==> config.mk <==
export PLATFORM = sky130hd
export DESIGN_NAME = amp_init_control_sequence
export DESIGN_NICKNAME = d
export VERILOG_FILES = /design/src/rtl/amp_seq_pkg.sv /design/src/rtl/amp_init_control_sequence.sv
export SDC_FILE = /design/constraint.sdc
export NUM_CORES = 1
export LEC_CHECK = 0
export ABC_AREA = 1
export ABC_CLOCK_PERIOD_IN_PS = 9700
export BUFFER_PORTS_ARGS = -buffer_cell sky130_fd_sc_hd__buf_4
export CORE_MARGIN = 4
export CORE_UTILIZATION = 35
export CTS_BUF_LIST = sky130_fd_sc_hd__clkbuf_2
export DETAILED_ROUTE_END_ITERATION = 10
export PLACE_DENSITY = 0.5
export SYNTH_ARGS = -nofsm -noshare
export SYNTH_HDL_FRONTEND = slang
export SYNTH_SLANG_ARGS = --single-unit
==> constraint.sdc <==
create_clock -name core_clk_in -period 9.7 [get_ports core_clk_in]
set_clock_uncertainty 0.05 [all_clocks]
set_input_delay 0.97 -clock core_clk_in [delete_from_list [all_inputs] [get_ports core_clk_in]]
set_output_delay 0.97 -clock core_clk_in [all_outputs]
set_load 0.02 [all_outputs]
==> src/rtl/amp_seq_pkg.sv <==
// Constants for the amplifier start-up and run-time control block
package amp_seq_pkg;
  localparam logic [7:0] ADDR_SOFT_MUTE = 8'h06;
  localparam logic [7:0] ADDR_MASTER_VOL = 8'h07;
  localparam logic [7:0] ADDR_MOD_LIMIT = 8'h10;
  localparam logic [7:0] ADDR_SYS_CTRL_TWO = 8'h05;
  localparam logic [7:0] ADDR_START_STOP = 8'h1A;
  localparam logic [7:0] ADDR_OSC_TRIM = 8'h1B;
  localparam logic [7:0] ADDR_BKND_CFG = 8'h1C;
  localparam logic [7:0] RST_SOFT_MUTE = 8'h00;
  localparam logic [7:0] RST_MASTER_VOL = 8'hFF;
  localparam logic [7:0] RST_MOD_LIMIT = 8'h02;
  localparam logic [7:0] RST_SYS_CTRL_TWO = 8'h40;
  localparam logic [7:0] RST_START_STOP = 8'h0A;
  localparam logic [7:0] RST_OSC_TRIM = 8'h82;
  localparam logic [7:0] RST_BKND_CFG = 8'h02;
  localparam logic [7:0] BKND_FIRST_LEGAL = 8'h02;
  localparam int SHUTDOWN_BIT = 6;
  localparam int SOFT_MUTE_BIT = 0;
  localparam int MOD_LIMIT_W = 3;
  // Duty cycle is a fraction of DUTY_FULL counts
  localparam int DUTY_W = 10;
  localparam logic [DUTY_W:0] DUTY_FULL = 11'h400;
  localparam logic [DUTY_W-1:0] DUTY_MID = 10'h200;
  localparam int MARGIN_UNIT = 8;
  typedef enum logic [1:0] {ST_RESET, ST_ACTIVE, ST_POWER_DOWN} dev_state_t;
endpackage

==> src/rtl/amp_init_control_sequence.sv <==
// Amplifier control core: reset/power-down sequencing, registers and modulation limit
//
// How it works
// - Duty cycle clamped to programmed modulation limit at each sample; a newly written limit applies from the next sample
// - Full-scale modulation is full scale minus twice the margin
// - Volume and mute changes ramp while streaming
// - Backend error register takes one non-reserved write
// - After start-up pin and clock activity tolerated
// - Reset ignored while powered down
// - Power-down ignored in reset; needs falling edge
`timescale 1ns/10ps
module amp_init_control_sequence
  import amp_seq_pkg::*;
#(
  parameter int GAIN_STEP = 1
)(
  input wire logic core_clk_in,
  input wire logic rst_b_in,
  input wire logic reset_n_in,
  input wire logic power_down_n_in,
  input wire logic mute_n_in,
  input wire logic reg_wr_in,
  input wire logic reg_rd_in,
  input wire logic [7:0] reg_addr_in,
  input wire logic [7:0] reg_wdata_in,
  input wire logic sample_valid_in,
  input wire logic signed [15:0] sample_in,
  output logic [7:0] reg_rdata_out,
  output logic [amp_seq_pkg::DUTY_W-1:0] duty_out,
  output logic in_reset_out,
  output logic powered_down_out,
  output logic shutdown_out
);
  import amp_seq_pkg::*;

  initial
  begin
    if (GAIN_STEP < 1 || GAIN_STEP > 255)
      $error("GAIN_STEP must lie in 1..255");
  end

  typedef struct packed {
    dev_state_t st;
    logic pdn_prev;
    logic [7:0] sys_ctrl_two;
    logic [7:0] start_stop;
    logic [7:0] osc_trim;
    logic [7:0] bknd_cfg;
    logic bknd_done;
    logic [7:0] master_vol;
    logic [7:0] soft_mute;
    logic [7:0] mod_limit;
    logic [7:0] gain;
    logic [DUTY_W-1:0] duty;
    logic [7:0] rdata;
    logic in_reset;
    logic pwr_down;
    logic shutdown;
  } state_t;

  state_t q, d;

  logic [DUTY_W-1:0] margin;
  logic [DUTY_W:0] span;
  logic [7:0] target;
  logic signed [36:0] prod;
  logic signed [DUTY_W:0] swing;
  logic signed [DUTY_W+1:0] raw;
  logic [DUTY_W-1:0] lo_bound;
  logic [DUTY_W-1:0] hi_bound;
  logic wr_ok;

  always_comb
  begin
    d = q;
    margin = DUTY_W'(MARGIN_UNIT * (int'(q.mod_limit[MOD_LIMIT_W-1:0]) + 1));
    lo_bound = margin;
    hi_bound = DUTY_W'(DUTY_FULL - {1'b0, margin});
    // Span of the duty swing equals full scale minus twice the margin
    span = DUTY_FULL - {margin, 1'b0};
    prod = 37'(sample_in) * 37'(signed'({1'b0, q.gain})) * 37'(signed'({1'b0, span}));
    swing = (DUTY_W+1)'(prod >>> 24);
    raw = (DUTY_W+2)'(signed'({2'b00, DUTY_MID})) + (DUTY_W+2)'(swing);
    // Any mute source ramps down instead of cutting
    target = (!mute_n_in || q.soft_mute[SOFT_MUTE_BIT]) ? 8'h00 : 8'(8'hFF - q.master_vol);
    wr_ok = reg_wr_in && q.st == ST_ACTIVE;
    unique case (q.st)
      ST_RESET:
      begin
        // Power-down pin has no effect while reset is held
        if (reset_n_in)
          d.st = ST_ACTIVE;
      end
      ST_ACTIVE:
      begin
        if (!reset_n_in)
          d.st = ST_RESET;
        else if (q.pdn_prev && !power_down_n_in)
          d.st = ST_POWER_DOWN;
      end
      ST_POWER_DOWN:
      begin
        // Reset pin is ignored here, registers survive
        if (power_down_n_in)
          d.st = ST_ACTIVE;
      end
    endcase
    // Edge history restarts in reset so a low held through reset is no edge
    d.pdn_prev = (q.st == ST_RESET) ? 1'b0 : power_down_n_in;
    if (q.st == ST_RESET)
    begin
      d.sys_ctrl_two = RST_SYS_CTRL_TWO;
      d.start_stop = RST_START_STOP;
      d.osc_trim = RST_OSC_TRIM;
      d.bknd_cfg = RST_BKND_CFG;
      d.bknd_done = 1'b0;
      d.master_vol = RST_MASTER_VOL;
      d.soft_mute = RST_SOFT_MUTE;
      d.mod_limit = RST_MOD_LIMIT;
      d.gain = 8'h00;
    end
    else if (wr_ok)
    begin
      unique case (reg_addr_in)
        ADDR_SYS_CTRL_TWO: d.sys_ctrl_two = reg_wdata_in;
        ADDR_START_STOP: d.start_stop = reg_wdata_in;
        ADDR_OSC_TRIM: d.osc_trim = reg_wdata_in;
        ADDR_MASTER_VOL: d.master_vol = reg_wdata_in;
        ADDR_SOFT_MUTE: d.soft_mute = reg_wdata_in;
        ADDR_MOD_LIMIT: d.mod_limit = reg_wdata_in;
        ADDR_BKND_CFG:
        begin
          // Only the first legal value lands; reserved codes never count
          if (!q.bknd_done && reg_wdata_in >= BKND_FIRST_LEGAL)
          begin
            d.bknd_cfg = reg_wdata_in;
            d.bknd_done = 1'b1;
          end
        end
        default: ;
      endcase
    end
    if (q.st != ST_RESET && sample_valid_in)
    begin
      // One step per sample keeps gain changes free of clicks
      if (q.gain < target)
        d.gain = (target - q.gain > 8'(GAIN_STEP)) ? 8'(q.gain + 8'(GAIN_STEP)) : target;
      else if (q.gain > target)
        d.gain = (q.gain - target > 8'(GAIN_STEP)) ? 8'(q.gain - 8'(GAIN_STEP)) : target;
    end
    if (q.st != ST_ACTIVE || q.sys_ctrl_two[SHUTDOWN_BIT])
      d.duty = DUTY_MID;
    else if (sample_valid_in)
    begin
      // Clamp guards against rounding at the extremes
      if (raw < (DUTY_W+2)'(signed'({2'b00, lo_bound})))
        d.duty = lo_bound;
      else if (raw > (DUTY_W+2)'(signed'({2'b00, hi_bound})))
        d.duty = hi_bound;
      else
        d.duty = DUTY_W'(raw);
    end
    d.rdata = 8'h00;
    if (reg_rd_in && q.st == ST_ACTIVE)
    begin
      unique case (reg_addr_in)
        ADDR_SYS_CTRL_TWO: d.rdata = q.sys_ctrl_two;
        ADDR_START_STOP: d.rdata = q.start_stop;
        ADDR_OSC_TRIM: d.rdata = q.osc_trim;
        ADDR_BKND_CFG: d.rdata = q.bknd_cfg;
        ADDR_MASTER_VOL: d.rdata = q.master_vol;
        ADDR_SOFT_MUTE: d.rdata = q.soft_mute;
        ADDR_MOD_LIMIT: d.rdata = q.mod_limit;
        default: d.rdata = 8'h00;
      endcase
    end
    d.in_reset = d.st == ST_RESET;
    d.pwr_down = d.st == ST_POWER_DOWN;
    // Pins and clocks may move freely once running; no error path exists
    d.shutdown = d.st != ST_ACTIVE || d.sys_ctrl_two[SHUTDOWN_BIT];
  end

  always_ff @(posedge core_clk_in)
  begin
    if (!rst_b_in)
    begin
      q <= '0;
      q.st <= ST_RESET;
      q.duty <= DUTY_MID;
      q.in_reset <= 1'b1;
      q.shutdown <= 1'b1;
      q.sys_ctrl_two <= RST_SYS_CTRL_TWO;
      q.start_stop <= RST_START_STOP;
      q.osc_trim <= RST_OSC_TRIM;
      q.bknd_cfg <= RST_BKND_CFG;
      q.master_vol <= RST_MASTER_VOL;
      q.mod_limit <= RST_MOD_LIMIT;
    end
    else
      q <= d;
  end

  assign reg_rdata_out = q.rdata;
  assign duty_out = q.duty;
  assign in_reset_out = q.in_reset;
  assign powered_down_out = q.pwr_down;
  assign shutdown_out = q.shutdown;

  chk_duty_low_bound: assert property (@(posedge core_clk_in) disable iff (!rst_b_in)
    duty_out >= lo_bound) else $error("duty below modulation limit");
  chk_duty_high_bound: assert property (@(posedge core_clk_in) disable iff (!rst_b_in)
    duty_out <= hi_bound) else $error("duty above modulation limit");
  chk_span_default: assert property (@(posedge core_clk_in) disable iff (!rst_b_in)
    q.mod_limit == RST_MOD_LIMIT |-> span == 11'h3D0) else $error("default swing span wrong");
  chk_gain_ramp_step: assert property (@(posedge core_clk_in) disable iff (!rst_b_in)
    !in_reset_out && !$past(q.in_reset) |-> (q.gain >= $past(q.gain) ? q.gain - $past(q.gain) : $past(q.gain) - q.gain)
      <= 8'(GAIN_STEP)) else $error("gain jumped by more than one step");
  chk_bknd_write_once: assert property (@(posedge core_clk_in) disable iff (!rst_b_in)
    q.bknd_done && !in_reset_out |=> q.bknd_cfg == $past(q.bknd_cfg) || in_reset_out)
    else $error("backend config changed after first write");
  chk_bknd_reserved: assert property (@(posedge core_clk_in) disable iff (!rst_b_in)
    reg_wr_in && reg_addr_in == ADDR_BKND_CFG && reg_wdata_in < BKND_FIRST_LEGAL |=> $stable(q.bknd_cfg))
    else $error("reserved backend code accepted");
  chk_pd_holds_reset: assert property (@(posedge core_clk_in) disable iff (!rst_b_in)
    powered_down_out && !power_down_n_in && !reset_n_in |=> powered_down_out && !in_reset_out)
    else $error("reset acted during power-down");
  chk_reset_blocks_pd: assert property (@(posedge core_clk_in) disable iff (!rst_b_in)
    in_reset_out && !reset_n_in |=> !powered_down_out) else $error("power-down taken while in reset");
  chk_pd_needs_edge: assert property (@(posedge core_clk_in) disable iff (!rst_b_in)
    $rose(q.pwr_down) |-> $past(q.pdn_prev) && !$past(power_down_n_in)) else $error("power-down without falling edge");
  chk_shutdown_mid: assert property (@(posedge core_clk_in) disable iff (!rst_b_in)
    shutdown_out |=> duty_out == DUTY_MID) else $error("duty moved in shutdown");

  cov_leave_shutdown: cover property (@(posedge core_clk_in) disable iff (!rst_b_in) $fell(shutdown_out));
  cov_power_down: cover property (@(posedge core_clk_in) disable iff (!rst_b_in) $rose(powered_down_out));
  cov_duty_clamped: cover property (@(posedge core_clk_in) disable iff (!rst_b_in) duty_out == hi_bound);
  cov_bknd_written: cover property (@(posedge core_clk_in) disable iff (!rst_b_in) $rose(q.bknd_done));
endmodule

# [Word-level counts from Yosys, hierarchy flattened]
# Index checks and enable logic that the tools add are counted.
[op_classes] addsub=9 mul=2 order_cmp=7 n_eq_ne=12 mux=25 n_bitwise=1 reduce_logical=24
[op_table] op="$mux 56" n=2
[op_table] op="$mux 8" n=12
[op_table] op="$pmux 8 s7" n=1
[op_table] op="$mul 25x12->35" n=1
[op_table] op="$eq 8x5->1 const B" n=4
[op_table] op="$mul 16x9->25" n=1
[op_table] op="$eq 8x3->1 const B" n=3
[op_table] op="$mux 10" n=2
[op_table] op="$mux 9" n=2
[op_table] op="$gt 8x1->1 const B" n=2
[op_table] op="$sub 8x8->8" n=2
[op_table] op="$reduce_and 2->1" n=7
[op_table] op="$add 11x11->12 const A" n=1
[op_table] op="$gt 12x11->1" n=1
[op_table] op="$lt 12x8->1" n=1
[op_table] op="$sub 11x8->11 const A" n=1
[op_table] op="$add 8x1->8 const B" n=1
[op_table] op="$ge 8x2->1 const B" n=1
[op_table] op="$gt 8x8->1" n=1
[op_table] op="$lt 8x8->1" n=1
[op_table] op="$mux 2" n=4
[op_table] op="$sub 1x7->8 const A" n=1
[op_table] op="$sub 8x1->8 const B" n=1
[op_table] op="$sub 8x8->8 const A" n=1
[op_table] op="14 further kinds" n=26
[word_totals] reg_bits=89 inputBits=40

# [Depth between registers and ports, before layout]
# Gate-level depths: netlist of the first run.
[logic_depth] ltp_word=9 mapped_depth=57 ltp_nobuf=54

# [Worst setup path before layout of the first run]
# Ideal clock, no wire load.
[synth_path] path_type="input -> register" start="input sample_in[8]" end="register q, in the netlist duty_out[5]" setup_ns=0.072 arrival_ns=10.137 setup_slack_ns=-0.559 path_stages=50 path_buffers=2 cell_sequence="clkbuf_1 nand2_1 fa_1 inv_1 fa_1 fa_1 inv_1 fa_1 inv_1 ha_1 a21o_1 a21oi_1 inv_1 nand2_1 o211ai_1 a31o_2 a21boi_1 o21ai_0 (+14 left out) nor2_4 nand2_4 a21oi_1 xnor2_1 xnor2_1 ha_1 inv_1 nand3_1 nor2_1 nand3_2 nor2_4 nand3_2 nand2_4 buf_8 nand2_2 nand3_1 nand2_1 a21oi_1"
[synth_via] elab_chain_cells=6 elab_cells_between_ends=7 cone_classes="1 x add/sub; 2 x mul; 2 x order compare; 2 x mux"
[synth_lines] item="start: declaration" line_no="amp_init_control_sequence.sv:27" source="input wire logic signed [15:0] sample_in,"
[synth_lines] item="$mul 16x9->25 (*)" line_no="amp_init_control_sequence.sv:81" source="prod = 37'(sample_in) * 37'(signed'({1'b0, q.gain})) * 37'(signed'({1'b0, span}));"
[synth_lines] item="$mul 25x12->35 (*)" line_no="amp_init_control_sequence.sv:81"
[synth_lines] item="$add 11x11->12 (*)" line_no="amp_init_control_sequence.sv:83" source="raw = (DUTY_W+2)'(signed'({2'b00, DUTY_MID})) + (DUTY_W+2)'(swing);"
[synth_lines] item="$gt 12x11->1" line_no="amp_init_control_sequence.sv:158" source="else if (raw > (DUTY_W+2)'(signed'({2'b00, hi_bound})))"
[synth_lines] item="$mux 10" line_no="amp_init_control_sequence.sv:158"
[synth_lines] item="$mux 10 (*)" line_no="amp_init_control_sequence.sv:156" source="if (raw < (DUTY_W+2)'(signed'({2'b00, lo_bound})))"
[synth_lines] item="end: declaration" line_no="amp_init_control_sequence.sv:61" source="state_t q, d;"
# Every way passes the cells marked *; elsewhere a longest branch is shown, timed or not.
# A chain may end at the register's enable or synchronous reset.

# [Final worst setup path of the first run]
[layout_path] start="register q[21] in the netlist's numbering" end="register q, in the netlist duty_out[4]"
[layout_via] elab_chain_cells=6 elab_cells_between_ends=7 cone_classes="1 x add/sub; 2 x mul; 2 x order compare; 2 x mux"
[layout_lines] item="$mul 16x9->25 (*)" line_no="amp_init_control_sequence.sv:81"
[layout_lines] item="$mul 25x12->35 (*)" line_no="amp_init_control_sequence.sv:81"
[layout_lines] item="$add 11x11->12 (*)" line_no="amp_init_control_sequence.sv:83"
[layout_lines] item="$gt 12x11->1" line_no="amp_init_control_sequence.sv:158"
[layout_lines] item="$mux 10" line_no="amp_init_control_sequence.sv:158"
[layout_lines] item="$mux 10 (*)" line_no="amp_init_control_sequence.sv:156"
# Marked as above.

==> run metrics, run 1 <==
asr flop ratio synth=0%; adder and majority cell fraction of the synthesized area=41.90%; Netlist Area Pre-Place=approximately 16000 sq um; distinct cell type count of the synthesized netlist=60; DRC=0; synthesized area per cell=7.467 sq um; crit path launch type=flop; initial DRC count=678; Overflow after GRT=0; critical path's largest stage delay=590 ps; Area Overhead vs Synth=23.45%; most numerous cell in the Yosys netlist=inv_1; Post-synth EDFFs=0; layout cell share with drive strength beyond 1=22.13%; Fin Hold WS=approximately 420 ps; vias per std cell=between 4 and 5; status=finished with violations; Final HPWL DP=around 36000 microns; initial antenna violation count=1; Fin Setup TNS=-138.8 ps; Pins Over Slew Limit=0; ANT nets after route=0; row count=79; TritonCTS clock tree=done; Reg clk slew, reported paths=270 ps; I/O Buffers=60; total routed wirelength=about 45000 microns; Rel. slew slack=~27%; post-synth top area share=~28%; multiplexer share of the synthesized area=0%; Synth area leaders=fa_1, ha_1, inv_1, dfxtp_1, nand2_1; RSZ-0062 raised after global routing=true; Die H=around 220 microns; FMAX=102.4 MHz; Worst Path Max Fanout=7; PD cells=just over 30 nW/um^2; Placer Congestion=between 0.9 and 1; Worst-Skew Late Latency=580 ps; drt pass-1 iters=7; setup ws final=-68.01 ps; Initial Utilization=between 30% and 40%; cts hold-fix bufs=0; Die Span X=around 220 microns; global-route wire length before repair=75590 microns; Boundary Pins=61; Setup crit end kind=flop; ys flop type=dfxtp_1; CP max-delay cell=fa_1; Synth Instances=~2200; die area=roughly 50000 sq um; number of global-route vias before repair=15190; min Tclk post-route=9768 ps; WL/cell=approximately 15 microns; final hold vios=0; largest family of logic cells by synthesized area=adder cells; area of the multi-input gates=13260 sq um; Compound-Gate Fraction of Synth Area=about 10%; total core area=roughly 47000 sq um; Commonest cells post-synth=inv_1, nand2_1, nor2_1; worst-margin pin slew=1087 ps; Max Cap Viol=0; failing checks=setup timing; net count after synthesis=around 2700; largest net degree at the start of global routing=51; Crit Path Category=reg -> reg; root buffer cell=clkbuf_2; Post-Route Utilization=between 40 and 50%; Synth Area in Simple Gates=19.08%; peak supply drop=just under 0.07 mV; part of the cycle the worst path needs=100.7%; leading area contributor after synthesis=fa_1; GRT Total Usage=between 15 and 20%; final setup fails=5; Reg area=approximately 1800 sq um; Hold/Removal Path Class=reg -> reg; Num Clock Sinks=89; share of the yosys chip area belonging to registers=between 10% and 20%; xor/xnor share of the synthesized area=between 3 and 4%; FF+latch count, synth=89; CTS H-tree lvls=3; Fillers=around 4800; P_leak=11.10 nW; Critical Path RT=approximately 10000 ps; DR vias=14330; Arr. time, crit path=between 10000 and 15000 ps; nets=2877; Num CTS Buffers=9; CTS max path bufs=2; Yosys Warn Count=0
routing by layer:
layer,global-route usage [%],up-vias,share of wire (%)
li1,-,7141,-
met1,24.08,6903,46
met2,32.64,246,50
met3,1.029,40,2.8
met4,2.648,0,1.4
met5,0,-,0
cell usage in the layout, fill, tap and decap left out, drive strengths merged, types with 8 or more instances in the layout:
cell type  instances
xor2              32
nand4             11
buf              288
nand3             61
fa               228
a21o               8
ha               187
nand2            387
nor4               9
xnor2             25
a21oi            136
nor2             240
inv              531
nor3              12
o22ai              8
clkbuf            12
o211ai            23
o21ai             84
a211oi             8
dfxtp             89
or2                9
final timing paths:
path / start / to / slack (ps) / cells past startpoint
setup reg to reg: q[21]$_SDFF_PN0_ / duty_out[4]$_SDFFE_PP0P_ / -70 / 51
hold / removal: q[38]$_SDFFE_PP0P_ / q[38]$_SDFFE_PP0P_ / 420 / 2
setup / recovery: q[21]$_SDFF_PN0_ / duty_out[4]$_SDFFE_PP0P_ / -70 / 51
hold reg to reg: q[38]$_SDFFE_PP0P_ / q[38]$_SDFFE_PP0P_ / 420 / 2
stage by stage:
step	setup WS, ps	total power [mW]	instances	area [sq um]
floorplan	1.271	0.4054	2207	16930
global placement	-721.7	0.4357	2991	19250
detailed placement	-764.3	0.4363	2991	19250
CTS	-17.54	0.6396	3010	19530
global route	-536.9	0.6606	3035	20340
finish	-68.01	0.6321	3035	20340
where the power goes:
part / internal, mW / switching (mW) / total, mW
sequential: 0.367 / 0.000500 / 0.367
combinational: 0.0227 / 0.0393 / 0.0620
clock: 0.0621 / 0.141 / 0.203
critical path: cells and delay by family (launching register included):
family / cells / cell delay, ps
buf+inv: 9 / 830
xor+xnor: 1 / 200
compound gates: 8 / 1170
flops: 1 / 450
simple gates: 21 / 1810
fa+ha+maj: 12 / 5160
timing repair:
| action | in CTS | in global routing |
|---|---|---|
| resized for setup | 27 | 129 |
| pin swaps | 14 | 100 |
| gates cloned | 0 | 4 |
| setup buffers | 3 | 20 |
| hold endpoints to repair | 0 | 0 |
| setup endpoints to repair | 10 | 10 |
sequential cells by signal, indices dropped and copies added, names as in the netlist:
signal	cells
in_reset_out	1
duty_out	10
q	68
reg_rdata_out	8
powered_down_out	1
shutdown_out	1
area by class of cell:
class / instances / area share (%)
antenna: 1 / 0.01230
inverter: 533 / 9.846
multi-input combinational: 1498 / 65.20
tap: 607 / 3.733
sequential: 89 / 8.856
timing repair buffer: 291 / 11.75
clock inverter: 7 / 0.3813
clock buffer: 9 / 0.2214
logic make-up after synthesis:
| logic type | Yosys count |
|---|---|
| buffers and inverters | 621 |
| XOR/XNOR | 57 |
| adder cells (fa/ha/maj) | 415 |
| AO/OA/AOI/OAI | 292 |
| AND/OR/NAND/NOR | 733 |
| flip-flops | 89 |
Note: power is estimated with default switching activity, not from simulation.
==> inputs of run 2 (changes only) <==
--- a/config.mk
+++ b/config.mk
@@ -13,6 +13,7 @@
 export CTS_BUF_LIST = sky130_fd_sc_hd__clkbuf_2
 export DETAILED_ROUTE_END_ITERATION = 10
 export PLACE_DENSITY = 0.5
+export SETUP_SLACK_MARGIN = 0.3
 export SYNTH_ARGS = -nofsm -noshare
 export SYNTH_HDL_FRONTEND = slang
 export SYNTH_SLANG_ARGS = --single-unit
==> run 2 against run 1 <==
Compared with the run above:
- the run still ends with setup timing left
- critical path depth shrank 5
- cell area decreased by 0.47%
- clock power barely moved
- setup slack lost 5.6 ps
- first-iteration DRC count rose by 22%
- flip-flop and latch count is the same
- clock-buffer cell count stayed put
- wire length decreased by 0.64%
- critical endpoint is now duty_out[0]$_SDFFE_PP0P_
==> run metrics, run 2 (same netlist as run 1, synthesis figures left out) <==
total core area=46560 sq um (unchanged); WHS Path Cells=2 (unchanged); PD cells=31.21 nW/um^2 (was 31.07 nW/um^2); commonest non-fill, non-tap cell in the layout=inv_1 (unchanged); Num CTS Buffers=9 (unchanged); min Tclk post-route=9774 ps (was 9768 ps); vias per std cell=4.761 (was 4.722); total routed wirelength=44580 microns (was 44870 microns); Worst Path Max Fanout=7 (unchanged); Initial Utilization=35.40% (unchanged); drt pass-1 iters=5 (was 7); Setup crit end kind=flop (unchanged); commonest cells after routing, fill and taps aside=inv_1, nand2_1, buf_4 (unchanged); global-route wire length before repair=76470 microns (was 75590 microns); Worst R2R Setup Slack=-70 ps (about the same); Die Span X=225.0 microns (unchanged); FMAX=102.3 MHz (was 102.4 MHz); reg2reg start=q[24]$_SDFF_PN0_ (was q[21]$_SDFF_PN0_); Fin Setup TNS=-266.7 ps (was -138.8 ps); ANT nets after route=0 (unchanged); Max Cap Viol=0 (unchanged); Pins Over Slew Limit=0 (unchanged); DR vias=14530 (was 14330); Reg area=1797 sq um (was 1802 sq um); Post-Route Utilization=43.49% (was 43.70%); largest net degree at the start of global routing=51 (unchanged); number of global-route vias before repair=15260 (was 15190); Die H=225.0 microns (unchanged); max FFs per register=68 (unchanged); crit path from=q[24]$_SDFF_PN0_ (was q[21]$_SDFF_PN0_); I/O Buffers=60 (unchanged); DRC=0 (unchanged); TritonCTS clock tree=done (unchanged); nets=2894 (was 2877); RR Endpoint=duty_out[0]$_SDFFE_PP0P_ (was duty_out[4]$_SDFFE_PP0P_); Hold/Removal Path Class=reg -> reg (unchanged); die area=50620 sq um (unchanged); final hold vios=0 (unchanged); Reg with most FFs=q (unchanged); FF-to-FF path depth=46 (was 51); CTS H-tree lvls=3 (unchanged); Num Clock Sinks=89 (unchanged); Worst-Skew Late Latency=620 ps (was 580 ps); layout cell share with drive strength beyond 1=21.77% (was 22.13%); CP max-delay cell=fa_1 (unchanged); Final HPWL DP=36840 microns (was 36220 microns); Overflow after GRT=0 (unchanged); peak supply drop=0.1021 mV (was 0.06950 mV); part of the cycle the worst path needs=100.8% (was 100.7%); GRT Total Usage=18.23% (was 17.93%); critical path's largest stage delay=570 ps (was 590 ps); failing checks=setup timing (unchanged); final setup fails=8 (was 5); initial DRC count=827 (was 678); crit path launch type=flop (unchanged); P_leak=11.14 nW (was 11.10 nW); Critical Path RT=10170 ps (was 10150 ps); Critical Path End=duty_out[0]$_SDFFE_PP0P_ (was duty_out[4]$_SDFFE_PP0P_); WL/cell=14.61 microns (was 14.78 microns); most used cell, CP=fa_1; Arr. time, crit path=10240 ps (was 10220 ps); initial antenna violation count=1 (unchanged); worst-margin pin slew=1094 ps (was 1087 ps); Reg clk slew, reported paths=260 ps (was 270 ps); Crit Path Category=reg -> reg (unchanged); area of the multi-input gates=13140 sq um (was 13260 sq um); setup ws final=-73.62 ps (was -68.01 ps); root buffer cell=clkbuf_2 (unchanged); Rel. slew slack=26.48% (was 27.25%); RSZ-0062 raised after global routing=true (unchanged); cts hold-fix bufs=0 (unchanged); status=finished with violations (unchanged); Fillers=4745 (was 4781); Area Overhead vs Synth=22.88% (was 23.45%); CTS max path bufs=2 (unchanged); Boundary Pins=61 (unchanged); row count=79 (unchanged); Placer Congestion=0.9192 (was 0.9332)
-- run 2: metrics by stage --
| step | area [sq um] | hold WS, ps | total power [mW] | setup WS [ps] | cells |
|---|---|---|---|---|---|
| 2_1_floorplan | 17020 | 374.5 | 0.4067 | 11.78 | 2207 |
| 3_3_place_gp | 19400 | 390.8 | 0.4340 | -733.6 | 3003 |
| 3_5_place_dp | 19400 | 396.1 | 0.4344 | -794.2 | 3003 |
| 4_1_cts | 19900 | 425.9 | 0.6423 | -186.9 | 3039 |
| 5_1_grt | 20250 | 443.8 | 0.6616 | -627.3 | 3052 |
| 6_report | 20250 | 425.9 | 0.6319 | -73.62 | 3052 |
-- run 2: worst max-delay path, delay by kind of cell (launching register included) --
| kind | cells | cell delay, ps |
|---|---|---|
| AO/OA/AOI/OAI | 12 | 1900 |
| flip-flops | 1 | 390 |
| buffers and inverters | 11 | 1110 |
| adder cells (fa/ha/maj) | 12 | 5030 |
| XOR/XNOR | 2 | 410 |
| AND/OR/NAND/NOR | 9 | 770 |
-- run 2: layer usage --
layer	share of wire [%]	global-route usage, %	vias up
li1	-	-	7159
met1	44	23.93	7055
met2	51	33.18	269
met3	3.1	1.290	48
met4	1.7	3.617	0
met5	0	0	-
-- run 2: what timing repair did --
| item | CTS | global route |
|---|---|---|
| setup buffers | 19 | 11 |
| pin swaps | 52 | 65 |
| resized for setup | 48 | 60 |
| cloned | 1 | 1 |
| setup endpoints to repair | 10 | 10 |
-- run 2: area by class of cell --
cell class,instances,area share (%)
antenna,1,0.01236
sequential,89,8.873
tap,607,3.751
clock buffer,9,0.2224
inverter,533,9.899
timing repair buffer,308,11.97
clock inverter,7,0.3769
multi-input combinational,1498,64.90
-- run 2: how the worst min path moves through the flow --
stage / start / endpoint / slack (ps)
finish: q[42]$_SDFFE_PP0P_ / q[42]$_SDFFE_PP0P_ / 430
global route: q[44]$_SDFFE_PP0P_ / q[44]$_SDFFE_PP0P_ / 440
CTS: q[44]$_SDFFE_PP0P_ / q[44]$_SDFFE_PP0P_ / 430
detailed placement: q[39]$_SDFFE_PP0P_ / q[39]$_SDFFE_PP0P_ / 400
global placement: q[44]$_SDFFE_PP0P_ / q[44]$_SDFFE_PP0P_ / 390
floorplan: q[44]$_SDFFE_PP0P_ / q[44]$_SDFFE_PP0P_ / 370
-- run 2: where the power goes --
| group | leakage [nW] | internal [mW] | switching, mW | total (mW) |
|---|---|---|---|---|
| sequential | 0.722 | 0.367 | 0.000508 | 0.368 |
| clock | 0.0705 | 0.0614 | 0.143 | 0.204 |
| combinational | 10.3 | 0.0219 | 0.0382 | 0.0600 |
| total | 11.1 | 0.450 | 0.181 | 0.632 |
